## src/chff_consts.svh

```systemverilog
// Offsets, field positions, reset values and event layout constants
`ifndef CHFF_CONSTS_SVH
`define CHFF_CONSTS_SVH

// Register offsets on the serial bus
`define CHFF_OFS_FAULT_FLAGS_ZERO   8'h26
`define CHFF_OFS_FAULT_FLAGS_ONE    8'h27
`define CHFF_OFS_EVENT_MASK_ZERO    8'h28

// Reset values
`define CHFF_RST_FAULT_FLAGS_ZERO   8'h00
`define CHFF_RST_FAULT_FLAGS_ONE    8'h00
`define CHFF_RST_EVENT_MASK_ZERO    8'h00

// Implemented bits of the second fault flag register (3, 1, 0 reserved)
`define CHFF_FF1_USED_MASK          8'hF4

// Serial bus target address, arbitrary value
`define CHFF_I2C_ADDR               7'h2A

// Event vector layout
`define CHFF_EVT_COUNT              26
`define CHFF_EVT_FF0_LSB            0
`define CHFF_EVT_FF1_LSB            8
`define CHFF_EVT_MSK_LSB            16
`define CHFF_EVT_REV_CURRENT        25
`define CHFF_EVT_REV_VOLTAGE        24
// Events that fire on both edges: bit 7, power good, three presence inputs
`define CHFF_EVT_BOTH_EDGE          26'h00F0080

`endif

```

## src/chff_pkg.sv

```systemverilog
// Types shared by the fault flag and mask block
package chff_pkg;
    typedef logic [7:0] chff_byte_t;
    typedef enum logic [3:0] {
        CHFF_IDLE,
        CHFF_ADDR,
        CHFF_ACK_ADDR,
        CHFF_REG,
        CHFF_ACK_REG,
        CHFF_WDATA,
        CHFF_ACK_WDATA,
        CHFF_RDATA,
        CHFF_ACK_RDATA
    } chff_i2c_state_e;
endpackage

```

## src/chff_evt_if.sv

```systemverilog
// Carrier for raw detector levels and the derived event pulses
`timescale 1ns/10ps
`default_nettype none
`include "chff_consts.svh"
interface chff_evt_if;
    logic [`CHFF_EVT_COUNT-1:0] raw;    // Asynchronous detector levels
    logic [`CHFF_EVT_COUNT-1:0] pulse;  // One-cycle event pulses
    modport det  (input raw, output pulse);
    modport core (output raw, input pulse);
endinterface
`default_nettype wire

```

## src/chff_evt_detect.sv

```systemverilog
// Synchronises detector levels and turns edges into one-cycle pulses
`timescale 1ns/10ps
`default_nettype none
`include "chff_consts.svh"
module chff_evt_detect
(
    // Clock and reset
    input  wire logic CLK,
    input  wire logic RESETN,
    // Events
    chff_evt_if.det   EVT
);
    import chff_pkg::*;

    localparam logic [`CHFF_EVT_COUNT-1:0] BOTH_EDGE = `CHFF_EVT_BOTH_EDGE;

    genvar i;
    generate
        for (i = 0; i < `CHFF_EVT_COUNT; i = i + 1)
        begin : g_evt
            logic meta;   // First sync stage, read only by the second
            logic sync;   // Second sync stage
            logic prev;   // Last synced value for edge detection

            // Two-stage synchroniser plus history
            always_ff @(posedge CLK or negedge RESETN)
            begin
                if (!RESETN)
                begin
                    meta <= 1'b0;
                    sync <= 1'b0;
                    prev <= 1'b0;
                end
                else
                begin
                    meta <= EVT.raw[i];
                    sync <= meta;
                    prev <= sync;
                end
            end

            // Rising edge, or any edge for toggle-type events
            if (BOTH_EDGE[i])
            begin : g_both
                assign EVT.pulse[i] = sync ^ prev;
            end
            else
            begin : g_rise
                assign EVT.pulse[i] = sync & ~prev;
            end
        end
    endgenerate
endmodule
`default_nettype wire

```

## src/chff_fault_flags.sv

```systemverilog
// Fault flag latches, interrupt mask and serial register access
`timescale 1ns/10ps
`default_nettype none
`include "chff_consts.svh"
module chff_fault_flags
(
    // Clock and reset
    input  wire logic                 CLK,
    input  wire logic                 RESETN,
    // Serial register bus
    input  wire logic                 SCL,
    input  wire logic                 SDA_IN,
    output logic                      SDA_OUT,
    output logic                      SDA_OE,
    // Fault detector levels, first register
    input  wire logic                 CHARGE_CURRENT_REG_ACTIVE,
    input  wire logic                 BUS_INPUT_OVERVOLT_ACTIVE,
    input  wire logic                 BATTERY_OVERVOLT_ACTIVE,
    input  wire logic                 INPUT_OVERCURRENT_ACTIVE,
    input  wire logic                 DISCHARGE_OVERCURRENT_ACTIVE,
    input  wire logic                 CONVERTER_OVERCURRENT_ACTIVE,
    input  wire logic                 SECOND_INPUT_OVERVOLT_ACTIVE,
    input  wire logic                 FIRST_INPUT_OVERVOLT_ACTIVE,
    // Fault detector levels, second register
    input  wire logic                 SYSTEM_RAIL_SHORT_ACTIVE,
    input  wire logic                 SYSTEM_RAIL_OVERVOLT_ACTIVE,
    input  wire logic                 REVERSE_OUT_OVERVOLT_ACTIVE,
    input  wire logic                 REVERSE_OUT_UNDERVOLT_ACTIVE,
    input  wire logic                 THERMAL_SHUTDOWN_ACTIVE,
    // Masked event sources
    input  wire logic                 INPUT_CURRENT_LIMITING,
    input  wire logic                 REVERSE_CURRENT_REGULATION,
    input  wire logic                 INPUT_VOLTAGE_LIMITING,
    input  wire logic                 REVERSE_VOLTAGE_REGULATION,
    input  wire logic                 WATCHDOG_EXPIRED,
    input  wire logic                 WEAK_SOURCE_DETECTED,
    input  wire logic                 POWER_GOOD,
    input  wire logic                 SECOND_INPUT_PRESENT,
    input  wire logic                 FIRST_INPUT_PRESENT,
    input  wire logic                 BUS_PRESENT,
    // Neighbouring register bank, same clock
    input  wire logic                 REG_RESET_CMD,
    input  wire chff_pkg::chff_byte_t FAULT0_IRQ_BLOCK,
    input  wire chff_pkg::chff_byte_t FAULT1_IRQ_BLOCK,
    // Interrupt request to the pin driver
    output logic                      IRQ_PULSE
);
    import chff_pkg::*;

    // Event carrier and registers
    chff_evt_if      evt ();
    chff_byte_t      fault_flags_zero;  // Latched faults, first register
    chff_byte_t      fault_flags_one;   // Latched faults, second register
    chff_byte_t      event_mask_zero;   // Interrupt block bits
    chff_byte_t      set0;              // New faults this cycle, first
    chff_byte_t      set1;              // New faults this cycle, second
    chff_byte_t      mask_evt;          // Masked-class events this cycle
    logic            clr0;              // Read of first flag register
    logic            clr1;              // Read of second flag register
    logic            wr_mask;           // Write to the mask register

    // Serial bus state
    chff_i2c_state_e state;             // Transfer phase
    logic            scl_meta;          // First sync stage of clock
    logic            scl_sync;          // Synced clock
    logic            scl_prev;          // Clock history
    logic            sda_meta;          // First sync stage of data
    logic            sda_sync;          // Synced data
    logic            sda_prev;          // Data history
    logic            scl_rise;          // Sample point
    logic            scl_fall;          // Drive point
    logic            start_cond;        // Start or repeated start
    logic            stop_cond;         // Stop
    logic [3:0]      bit_cnt;           // Bits taken in current byte
    chff_byte_t      rx_shift;          // Received byte
    chff_byte_t      tx_shift;          // Byte being sent
    chff_byte_t      reg_ptr;           // Register pointer
    logic            read_dir;          // Transfer direction, 1 = read
    logic            host_ack;          // Host acknowledged last byte
    logic            load_rd;           // Fetch a byte for sending
    logic            got8;              // Full byte received
    chff_byte_t      rd_byte;           // Byte the pointer selects

    // Register read multiplexer, reserved bits and unmapped offsets read zero
    function automatic chff_byte_t read_mux(input chff_byte_t ofs,
                                            input chff_byte_t f0,
                                            input chff_byte_t f1,
                                            input chff_byte_t m0);
        chff_byte_t v;
        v = 8'h00;
        if (ofs == `CHFF_OFS_FAULT_FLAGS_ZERO)
        begin
            v = f0;
        end
        else if (ofs == `CHFF_OFS_FAULT_FLAGS_ONE)
        begin
            v = f1 & `CHFF_FF1_USED_MASK;
        end
        else if (ofs == `CHFF_OFS_EVENT_MASK_ZERO)
        begin
            v = m0;
        end
        return v;
    endfunction

    // Detector levels into the carrier, reserved slots tied low
    assign evt.raw[`CHFF_EVT_FF0_LSB+7] = CHARGE_CURRENT_REG_ACTIVE;
    assign evt.raw[`CHFF_EVT_FF0_LSB+6] = BUS_INPUT_OVERVOLT_ACTIVE;
    assign evt.raw[`CHFF_EVT_FF0_LSB+5] = BATTERY_OVERVOLT_ACTIVE;
    assign evt.raw[`CHFF_EVT_FF0_LSB+4] = INPUT_OVERCURRENT_ACTIVE;
    assign evt.raw[`CHFF_EVT_FF0_LSB+3] = DISCHARGE_OVERCURRENT_ACTIVE;
    assign evt.raw[`CHFF_EVT_FF0_LSB+2] = CONVERTER_OVERCURRENT_ACTIVE;
    assign evt.raw[`CHFF_EVT_FF0_LSB+1] = SECOND_INPUT_OVERVOLT_ACTIVE;
    assign evt.raw[`CHFF_EVT_FF0_LSB+0] = FIRST_INPUT_OVERVOLT_ACTIVE;
    assign evt.raw[`CHFF_EVT_FF1_LSB+7] = SYSTEM_RAIL_SHORT_ACTIVE;
    assign evt.raw[`CHFF_EVT_FF1_LSB+6] = SYSTEM_RAIL_OVERVOLT_ACTIVE;
    assign evt.raw[`CHFF_EVT_FF1_LSB+5] = REVERSE_OUT_OVERVOLT_ACTIVE;
    assign evt.raw[`CHFF_EVT_FF1_LSB+4] = REVERSE_OUT_UNDERVOLT_ACTIVE;
    assign evt.raw[`CHFF_EVT_FF1_LSB+3] = 1'b0;
    assign evt.raw[`CHFF_EVT_FF1_LSB+2] = THERMAL_SHUTDOWN_ACTIVE;
    assign evt.raw[`CHFF_EVT_FF1_LSB+1] = 1'b0;
    assign evt.raw[`CHFF_EVT_FF1_LSB+0] = 1'b0;
    assign evt.raw[`CHFF_EVT_MSK_LSB+7] = INPUT_CURRENT_LIMITING;
    assign evt.raw[`CHFF_EVT_MSK_LSB+6] = INPUT_VOLTAGE_LIMITING;
    assign evt.raw[`CHFF_EVT_MSK_LSB+5] = WATCHDOG_EXPIRED;
    assign evt.raw[`CHFF_EVT_MSK_LSB+4] = WEAK_SOURCE_DETECTED;
    assign evt.raw[`CHFF_EVT_MSK_LSB+3] = POWER_GOOD;
    assign evt.raw[`CHFF_EVT_MSK_LSB+2] = SECOND_INPUT_PRESENT;
    assign evt.raw[`CHFF_EVT_MSK_LSB+1] = FIRST_INPUT_PRESENT;
    assign evt.raw[`CHFF_EVT_MSK_LSB+0] = BUS_PRESENT;
    assign evt.raw[`CHFF_EVT_REV_CURRENT] = REVERSE_CURRENT_REGULATION;
    assign evt.raw[`CHFF_EVT_REV_VOLTAGE] = REVERSE_VOLTAGE_REGULATION;

    // Synchronisers and edge detectors
    chff_evt_detect u_detect
    (
        .CLK    (CLK),
        .RESETN (RESETN),
        .EVT    (evt)
    );

    // Bit 7 fires on both edges, the rest on entry
    assign set0 = evt.pulse[`CHFF_EVT_FF0_LSB +: 8];
    // Reserved positions never set
    assign set1 = evt.pulse[`CHFF_EVT_FF1_LSB +: 8] & `CHFF_FF1_USED_MASK;

    // Shared mask bits combine input limiting and reverse regulation
    assign mask_evt[7]   = evt.pulse[`CHFF_EVT_MSK_LSB+7] | evt.pulse[`CHFF_EVT_REV_CURRENT];
    assign mask_evt[6]   = evt.pulse[`CHFF_EVT_MSK_LSB+6] | evt.pulse[`CHFF_EVT_REV_VOLTAGE];
    assign mask_evt[5:0] = evt.pulse[`CHFF_EVT_MSK_LSB +: 6];

    // Read clears and mask write strobes
    assign clr0    = load_rd && (reg_ptr == `CHFF_OFS_FAULT_FLAGS_ZERO);
    assign clr1    = load_rd && (reg_ptr == `CHFF_OFS_FAULT_FLAGS_ONE);
    assign wr_mask = (state == CHFF_WDATA) && scl_fall && got8
                     && (reg_ptr == `CHFF_OFS_EVENT_MASK_ZERO);

    // First flag register: a new event wins over the read clear
    always_ff @(posedge CLK or negedge RESETN)
    begin
        if (!RESETN)
        begin
            fault_flags_zero <= `CHFF_RST_FAULT_FLAGS_ZERO;
        end
        else
        begin
            fault_flags_zero <= set0 | (fault_flags_zero & ~{8{clr0}});
        end
    end

    // Second flag register, same latch and clear scheme
    always_ff @(posedge CLK or negedge RESETN)
    begin
        if (!RESETN)
        begin
            fault_flags_one <= `CHFF_RST_FAULT_FLAGS_ONE;
        end
        else
        begin
            fault_flags_one <= set1 | (fault_flags_one & ~{8{clr1}});
        end
    end

    // Mask register, the register-reset command beats a write
    always_ff @(posedge CLK or negedge RESETN)
    begin
        if (!RESETN)
        begin
            event_mask_zero <= `CHFF_RST_EVENT_MASK_ZERO;
        end
        else if (REG_RESET_CMD)
        begin
            event_mask_zero <= `CHFF_RST_EVENT_MASK_ZERO;
        end
        else if (wr_mask)
        begin
            event_mask_zero <= rx_shift;
        end
    end

    // Interrupt pulse for any unmasked event this cycle
    always_ff @(posedge CLK or negedge RESETN)
    begin
        if (!RESETN)
        begin
            IRQ_PULSE <= 1'b0;
        end
        else
        begin
            IRQ_PULSE <= (|(mask_evt & ~event_mask_zero))
                       | (|(set0 & ~FAULT0_IRQ_BLOCK))
                       | (|(set1 & ~FAULT1_IRQ_BLOCK));
        end
    end

    // Bus pins pass two flops before any logic looks at them
    always_ff @(posedge CLK or negedge RESETN)
    begin
        if (!RESETN)
        begin
            scl_meta <= 1'b1;
            scl_sync <= 1'b1;
            scl_prev <= 1'b1;
            sda_meta <= 1'b1;
            sda_sync <= 1'b1;
            sda_prev <= 1'b1;
        end
        else
        begin
            scl_meta <= SCL;
            scl_sync <= scl_meta;
            scl_prev <= scl_sync;
            sda_meta <= SDA_IN;
            sda_sync <= sda_meta;
            sda_prev <= sda_sync;
        end
    end

    // Bus conditions from the synced pins
    assign scl_rise   = scl_sync & ~scl_prev;
    assign scl_fall   = ~scl_sync & scl_prev;
    assign start_cond = scl_sync & scl_prev & sda_prev & ~sda_sync;
    assign stop_cond  = scl_sync & scl_prev & ~sda_prev & sda_sync;
    assign got8       = (bit_cnt == 4'h8);
    assign load_rd    = scl_fall && (((state == CHFF_ACK_ADDR) && read_dir)
                        || ((state == CHFF_ACK_RDATA) && host_ack));
    assign SDA_OUT    = 1'b0;
    assign rd_byte    = read_mux(reg_ptr, fault_flags_zero, fault_flags_one, event_mask_zero);

    // Bit sampling on the rising clock edge
    always_ff @(posedge CLK or negedge RESETN)
    begin
        if (!RESETN)
        begin
            bit_cnt  <= 4'h0;
            rx_shift <= 8'h00;
            host_ack <= 1'b0;
        end
        else if (start_cond || (scl_fall && !got8 && (state == CHFF_IDLE)))
        begin
            bit_cnt <= 4'h0;
        end
        else if (scl_fall && (got8 || (state == CHFF_ACK_ADDR)
                 || (state == CHFF_ACK_REG) || (state == CHFF_ACK_WDATA)
                 || (state == CHFF_ACK_RDATA)))
        begin
            bit_cnt <= 4'h0;
        end
        else if (scl_rise)
        begin
            // Count data bits, catch the host answer after a sent byte
            if (state == CHFF_ACK_RDATA)
            begin
                host_ack <= ~sda_sync;
            end
            else if (!got8)
            begin
                bit_cnt  <= bit_cnt + 4'h1;
                rx_shift <= {rx_shift[6:0], sda_sync};
            end
        end
    end

    // Transfer phases and data line drive on the falling clock edge
    always_ff @(posedge CLK or negedge RESETN)
    begin
        if (!RESETN)
        begin
            state    <= CHFF_IDLE;
            SDA_OE   <= 1'b0;
            read_dir <= 1'b0;
            reg_ptr  <= 8'h00;
            tx_shift <= 8'h00;
        end
        else if (start_cond)
        begin
            state  <= CHFF_ADDR;
            SDA_OE <= 1'b0;
        end
        else if (stop_cond)
        begin
            state  <= CHFF_IDLE;
            SDA_OE <= 1'b0;
        end
        else if (scl_fall)
        begin
            case (state)
                CHFF_ADDR:
                begin
                    // Acknowledge own address only
                    if (got8 && (rx_shift[7:1] == `CHFF_I2C_ADDR))
                    begin
                        read_dir <= rx_shift[0];
                        SDA_OE   <= 1'b1;
                        state    <= CHFF_ACK_ADDR;
                    end
                    else if (got8)
                    begin
                        state <= CHFF_IDLE;
                    end
                end
                CHFF_ACK_ADDR, CHFF_ACK_RDATA:
                begin
                    // Fetch next byte, read clears flags via load_rd
                    if (load_rd)
                    begin
                        tx_shift <= rd_byte;
                        SDA_OE   <= ~rd_byte[7];
                        reg_ptr  <= reg_ptr + 8'h01;
                        state    <= CHFF_RDATA;
                    end
                    else if (state == CHFF_ACK_ADDR)
                    begin
                        SDA_OE <= 1'b0;
                        state  <= CHFF_REG;
                    end
                    else
                    begin
                        SDA_OE <= 1'b0;
                        state  <= CHFF_IDLE;
                    end
                end
                CHFF_REG:
                begin
                    // Pointer byte
                    if (got8)
                    begin
                        reg_ptr <= rx_shift;
                        SDA_OE  <= 1'b1;
                        state   <= CHFF_ACK_REG;
                    end
                end
                CHFF_ACK_REG:
                begin
                    SDA_OE <= 1'b0;
                    state  <= CHFF_WDATA;
                end
                CHFF_WDATA:
                begin
                    // Data byte, stored by the mask write strobe
                    if (got8)
                    begin
                        SDA_OE <= 1'b1;
                        state  <= CHFF_ACK_WDATA;
                    end
                end
                CHFF_ACK_WDATA:
                begin
                    SDA_OE  <= 1'b0;
                    reg_ptr <= reg_ptr + 8'h01;
                    state   <= CHFF_WDATA;
                end
                CHFF_RDATA:
                begin
                    // Shift out, then release for the host answer
                    if (bit_cnt == 4'h8)
                    begin
                        SDA_OE <= 1'b0;
                        state  <= CHFF_ACK_RDATA;
                    end
                    else
                    begin
                        SDA_OE   <= ~tx_shift[6];
                        tx_shift <= {tx_shift[6:0], 1'b0};
                    end
                end
                default:
                begin
                    SDA_OE <= 1'b0;
                    state  <= CHFF_IDLE;
                end
            endcase
        end
    end
endmodule
`default_nettype wire

```

## config.mk

```make
export PLATFORM = sky130hd
export DESIGN_NAME = chff_fault_flags
export DESIGN_NICKNAME = d
export VERILOG_FILES = /design/src/chff_pkg.sv /design/src/chff_evt_if.sv /design/src/chff_evt_detect.sv /design/src/chff_fault_flags.sv
export VERILOG_INCLUDE_DIRS = /design/src
export SDC_FILE = /design/constraint.sdc
export NUM_CORES = 1
export LEC_CHECK = 0
export ABC_AREA = 0
export BUFFER_PORTS_ARGS = -buffer_cell sky130_fd_sc_hd__buf_4
export CORE_UTILIZATION = 45
export CTS_CLUSTER_SIZE = 20
export DETAILED_ROUTE_END_ITERATION = 10
export GPL_ROUTABILITY_DRIVEN = 0
export PLACE_DENSITY_LB_ADDON = 0.12
export SYNTH_ARGS = -nofsm -noshare
export SYNTH_HDL_FRONTEND = slang
export SYNTH_SLANG_ARGS = --single-unit
export TNS_END_PERCENT = 30
```

## constraint.sdc

```tcl
create_clock -name CLK -period 2.2 [get_ports CLK]
set_input_delay 0 -clock CLK [delete_from_list [all_inputs] [get_ports CLK]]
set_output_delay 0 -clock CLK [all_outputs]
set_load 0.05 [all_outputs]
```

### Yosys cells after proc, flatten, opt, wreduce, memory -nomap -nowiden

Cells that the tools add are included.
W data, S select, Z words.

| word-level totals | value |
|---|---|
| register bits | 134 |
| output and inout port bits | 3 |
| bits of input ports | 44 |
| logic and storage cells | 263 |

| operators by class | value |
|---|---|
| bitwise gates (word level) | 76 |
| equal/unequal tests | 24 |
| reductions and logical operators | 39 |
| mux-type cells | 35 |
| add/subtract/negate cells | 2 |

Operators with widths:

| operator | number |
|---|---|
| $mux W8 | 7 |
| $mux W4 | 13 |
| $and A8 B8 Y8 | 5 |
| $not A8 Y8 | 5 |
| $not A1 Y1 | 30 |
| $and A1 B1 Y1 | 25 |
| $eq A8 B6 Y1 const B | 3 |
| $pmux W4 S6 | 1 |
| $pmux W8 S3 | 1 |
| $reduce_or A8 Y1 | 3 |
| $eq A4 B3 Y1 const B | 4 |
| $ne A4 B4 Y1 const B | 4 |
| $or A8 B8 Y8 | 2 |
| $reduce_and A5 Y1 | 3 |
| $mux W7 | 2 |
| $pmux W7 S2 | 1 |
| $logic_and A1 B1 Y1 | 12 |
| $reduce_and A6 Y1 | 2 |
| $reduce_bool A3 Y1 | 3 |
| $add A8 B1 Y8 const B | 1 |
| $eq A4 B2 Y1 const B | 2 |
| $eq A4 B4 Y1 const B | 2 |
| $eq A7 B6 Y1 const B | 1 |
| $mux W1 | 7 |
| 18 further kinds | 37 |

### Depth between registers and ports, before layout

| logic depth | value |
|---|---|
| depth after elaboration | 10 |
| mapped depth | 9 |
| mapped depth without buffers | 7 |

### Modules after synthesis

From an unflattened synthesis, not the netlist that was laid out.

| unflattened totals | value |
|---|---|
| cell total of the unflattened synthesis | 441 |
| area, all modules | 5,564.1 µm² |

By module, submodules not included:

| module | cells each | seq. area each (µm²) | area an instance (µm²) | instances |
|---|---|---|---|---|
| chff_fault_flags | 337 | 1,559.0 | 3,437.0 | 1 |
| chff_evt_detect | 104 | 1,951.9 | 2,127.0 | 1 |

### Worst setup path before layout

OpenSTA, ideal clock, no wires.

| path | value |
|---|---|
| kind | reg-to-reg |
| start | register bit_cnt[0] |
| end | register rx_shift[1] |
| cell stages (with the launch flop) | 8 |
| data required time | 2.072 ns |
| data arrival time | 1.925 ns |
| buffers on the path | 2 |
| setup slack | 0.147 ns |
| cells stage by stage | dfrtp_1 inv_1 ha_1 and3b_1 clkbuf_1 nor4b_2 buf_2 mux2_1 |

| on the way | value |
|---|---|
| word-level cells in the longest chain between the ends | 8 |
| elaborated cells between the ends (all ways) | 14 |

RTL lines:

| what | RTL line | text |
|---|---|---|
| from (decl) | chff_fault_flags.sv:74 | `logic [3:0] bit_cnt;` |
| from (signal assigned) | chff_fault_flags.sv:278 | `bit_cnt <= bit_cnt + 4'h1;` |
| $eq A4 B4 Y1 (*) | chff_fault_flags.sv:244 | `assign got8 = (bit_cnt == 4'h8);` |
| $logic_or A1 B1 Y1 | chff_fault_flags.sv:263 | `else if (scl_fall && (got8 \|\| (state == CHFF_ACK_ADDR)` |
| $logic_or A1 B1 Y1 (2 in series) | chff_fault_flags.sv:264 | `\|\| (state == CHFF_ACK_REG) \|\| (state == CHFF_ACK_WDATA)` |
| $logic_or A1 B1 Y1 | chff_fault_flags.sv:265 | `\|\| (state == CHFF_ACK_RDATA)))` |
| $logic_and A1 B1 Y1 | chff_fault_flags.sv:263 |  |
| $not A1 Y1 (no source line) | n/a |  |
| $reduce_and A5 Y1 (no source line) (*) | n/a |  |
| to (signal assigned) | chff_fault_flags.sv:279 | `rx_shift <= {rx_shift[6:0], sda_sync};` |
| to (decl) | chff_fault_flags.sv:75 | `chff_byte_t rx_shift;` |

Every way passes the cells marked *; elsewhere a longest branch is shown, timed or not.
A chain may end at the register's enable or synchronous reset.

### Final worst setup path

| path | value |
|---|---|
| start | register bit_cnt[1] |
| end | register reg_ptr[7] |

| on the way | value |
|---|---|
| word-level cells in the longest chain between the ends | 3 |

RTL lines:

| what | RTL line | text |
|---|---|---|
| $eq A4 B4 Y1 | chff_fault_flags.sv:244 |  |
| $ne A2 B2 Y1 (no source line) | n/a |  |
| $reduce_and A6 Y1 (no source line) | n/a |  |
| to (signal assigned) | chff_fault_flags.sv:329 | `reg_ptr <= reg_ptr + 8'h01;` |
| to (signal assigned) | chff_fault_flags.sv:348 | `reg_ptr <= rx_shift;` |
| to (signal assigned) | chff_fault_flags.sv:370 | `reg_ptr <= reg_ptr + 8'h01;` |
| to (decl) | chff_fault_flags.sv:77 | `chff_byte_t reg_ptr;` |

No other way between the ends.

==> flow_summary.ini <==
[routing]
wirelength_um = 10300
drt-pass1-iter-count = 5
vias = 3473
ant_nets = 0
drt-wirelength-per-cell_um = 15.5
drcViolationCount = 0
vias_per_cell = 5.20
drt_iter0_drc = 171

[sta]
setup_viol = 0
relSlewSlack_pct = 64.2
final_max_slew_viol_count = 0
tightest_slew_ns = 0.533
hold_violations = 0
fin_skew_ns = 0.00775
fmaxAchievable_mhz = 494
rsz0062_at_grt = no
fin_crit_sh_pct = 91.9
timing.hold.ws_ns = 0.0520
period_needed_ns = 2.02
setup_tns_ns = 0

[clock_network]
insertion_delay_ns = 0.41
cts.htree.levels = 4
cts_root_buffer = clkbuf_16
cts_buffer_depth = 2
hold_buffers = 31
clkTransAtPathRegs_ns = 0.06
cts.sinks = 131
cts_buffers = 17
cts_tree = built
cts_resized = 0
post_cts_buffers = 0

[finish]
fillCellCount = 911
nets = 564
finalCoreUtilization_pct = 60.2
seq_area_um2 = 3290
num_antenna_cells = 0
drive_above_1_share_pct = 19.9
syn_to_final_growth_pct = 28.8
multi_input_area_um2 = 1730

[outcome]
status = complete, no violations

[critical_path]
worst-r2r-setup-slack_ns = 0.18
endpoint_kind = flip-flop
cp-startpoint = bit_cnt[1]$_DFFE_PN0P_
worstPathCellList = inv_1 > ha_1 > and3b_1 > a311oi_1 > or3_1 > a21oi_1 > a2bb2oi_1
cp_slowest_stage_delay_ns = 0.41
crit_slowest_cell = and3b_1
crit_fanout = 8
crit_type = reg -> reg
cp.arrival_ns = 2.36
worst_setup_path_start_kind = flip-flop
r2r_start = bit_cnt[1]$_DFFE_PN0P_
reg2regPathDepth = 7
required_ns = 2.54
r2r-end = reg_ptr[7]$_DFFE_PN0P_

[power]
power_mw = 5.92
power_leakage_nw = 3.00
vdd_drop_max_mv = 0.868
powerDensity_nw_per_um2 = 895

[floorplan]
start_util_pct = 46.7
core_um2 = 11000
dieWidth_um = 109
die_h_um = 109
num_rows = 38
dieArea_um2 = 11800
io_pins = 47

[global_route]
grt_usage_pct = 19.7
grt_pass1_vias = 3461
grt_pass1_wl_um = 17100
grt_max_degree = 57
antenna_found_initial = 0
grt-ovfl-total = 0

[logic_synthesis]
synth_edf_count = 0
synth_seq_area_share_pct = 64.0
ys_types = 57
synthFlopType = dfrtp_1
yosysWarnings = 0
syn-mean-instance-area_um2 = 12.2
synth_area_um2 = 5130
synthesis.nets = 469
syn_inst = 420
async_reset_ff_share_pct = 100
ys_seq_elements = 131

[place]
dp_hpwl_um = 7000
portBuffers = 42

[min_path]
holdPathStages = 4
holdPathEnd = IRQ_PULSE$_DFF_PN0_
min_from = FAULT1_IRQ_BLOCK[5]
min_path_type = in -> reg

[flow_run]
maxCapViolCount = 0
placed cells by master (no fill, tap or decap), types with 4 or more instances in the layout:
cell and n:
dfrtp_1 125, buf_4 60, nand2_1 44, dlygate4sd3_1 31, nor2_1 29, nand2b_1 19, clkbuf_16 17, a21oi_1 14
mux2_1 13, inv_1 12, o22ai_1 11, nand3_1 10, o21ai_0 10, mux2i_1 8, a22oi_1 7, nand3b_1 6
xor2_1 6, dfstp_2 6, xnor2_1 5, o21ai_1 5, o31ai_1 5, ha_1 5, nor2b_1 4, mux2_2 4
a32o_1 4, clkbuf_1 4
final cells by class:
class,instances,share of cell area [%]
Tap cell,140,2.65
Clock inverter,11,2.29
Multi-Input combinational cell,261,26.2
Sequential cell,131,49.7
Inverter,12,0.681
Timing Repair Buffer,92,11.8
Clock buffer,21,6.66
state kept, by name, summed over array words and instances, names as in the netlist, 4 cells and up:
| register | flops |
|---|---|
| bit_cnt | 4 |
| event_mask_zero | 8 |
| fault_flags_one | 5 |
| fault_flags_zero | 8 |
| reg_ptr | 8 |
| rx_shift | 8 |
| state | 4 |
| tx_shift | 7 |
| u_detect.g_evt.meta | 23 |
| u_detect.g_evt.prev | 23 |
| u_detect.g_evt.sync | 23 |
report_power, final:
group	internal (mW)	switching (mW)
clock	1.79	1.02
sequential	2.57	0.141
combinational	0.211	0.187
cells in the mapped netlist, types with 4 or more instances:
master      n  area [µm²]
o21ai_1     5        25.0
inv_1      12        45.0
nand3b_1    6        45.0
ha_1        5        62.6
mux2i_1     8        80.1
o21ai_0    10        50.1
dfrtp_1   125        3130
mux2_1     13         146
nand2b_1   19         119
o31ai_1     5        37.5
nor2_1     29         109
clkbuf_1    6        22.5
nor2b_1     4        25.0
mux2_2      4        45.0
xor2_1      6        52.6
nand3_1    10        50.1
xnor2_1     5        43.8
a22oi_1     7        52.6
a32o_1      4        40.0
nand2_1    44         165
o22ai_1    11        68.8
dfstp_2     6         158
a21oi_1    14        70.1
buf_2       6        30.0
cells by family (layout without fill, tap and decap cells):
group,Yosys count,count (layout),synth area share (%)
mux,25,25,5.29
fa+ha+maj,5,5,1.22
other cells,1,1,0.0730
compound gates,79,79,10.5
buf+inv,28,136,2.27
simple gates,140,140,14.8
flops,131,131,64.0
xor+xnor,11,11,1.88
worst max-delay path by stage:
stage,cells after the start,end
final,7,reg_ptr[7]$_DFFE_PN0P_
after global routing,8,reg_ptr[6]$_DFFE_PN0P_
after CTS,7,reg_ptr[7]$_DFFE_PN0P_
after detailed placement,7,reg_ptr[7]$_DFFE_PN0P_
after global placement,7,reg_ptr[7]$_DFFE_PN0P_
after floorplan,7,rx_shift[1]$_DFFE_PN0P_
layer usage:
metal,up-vias,GRT usage [%],part of all wire (%)
li1,1673,-,-
met1,1719,26.1,47
met2,67,30.2,47
met3,14,5.92,3.8
met4,0,8.11,1.7
met5,-,0,0
critical path: cells and delay by family, from the launching register on:
kind	cells	cell delay (ns)
AOI/OAI and AO/OA	3	0.49
adders and majority gates	1	0.17
buffers and inverters	1	0.09
DFF	1	0.39
and+or+nand+nor	2	0.82
per-stage QoR:
stage / setup slack, ns / area [µm²] / instances
floorplan: 0.147 / 5130 / 420
global placement: 0.256 / 5710 / 605
detailed placement: 0.191 / 5710 / 605
CTS: 0.204 / 6610 / 668
global route: 0.0680 / 6610 / 668
finish: 0.178 / 6610 / 668
No activity file was read; power rests on OpenSTA's default activity.
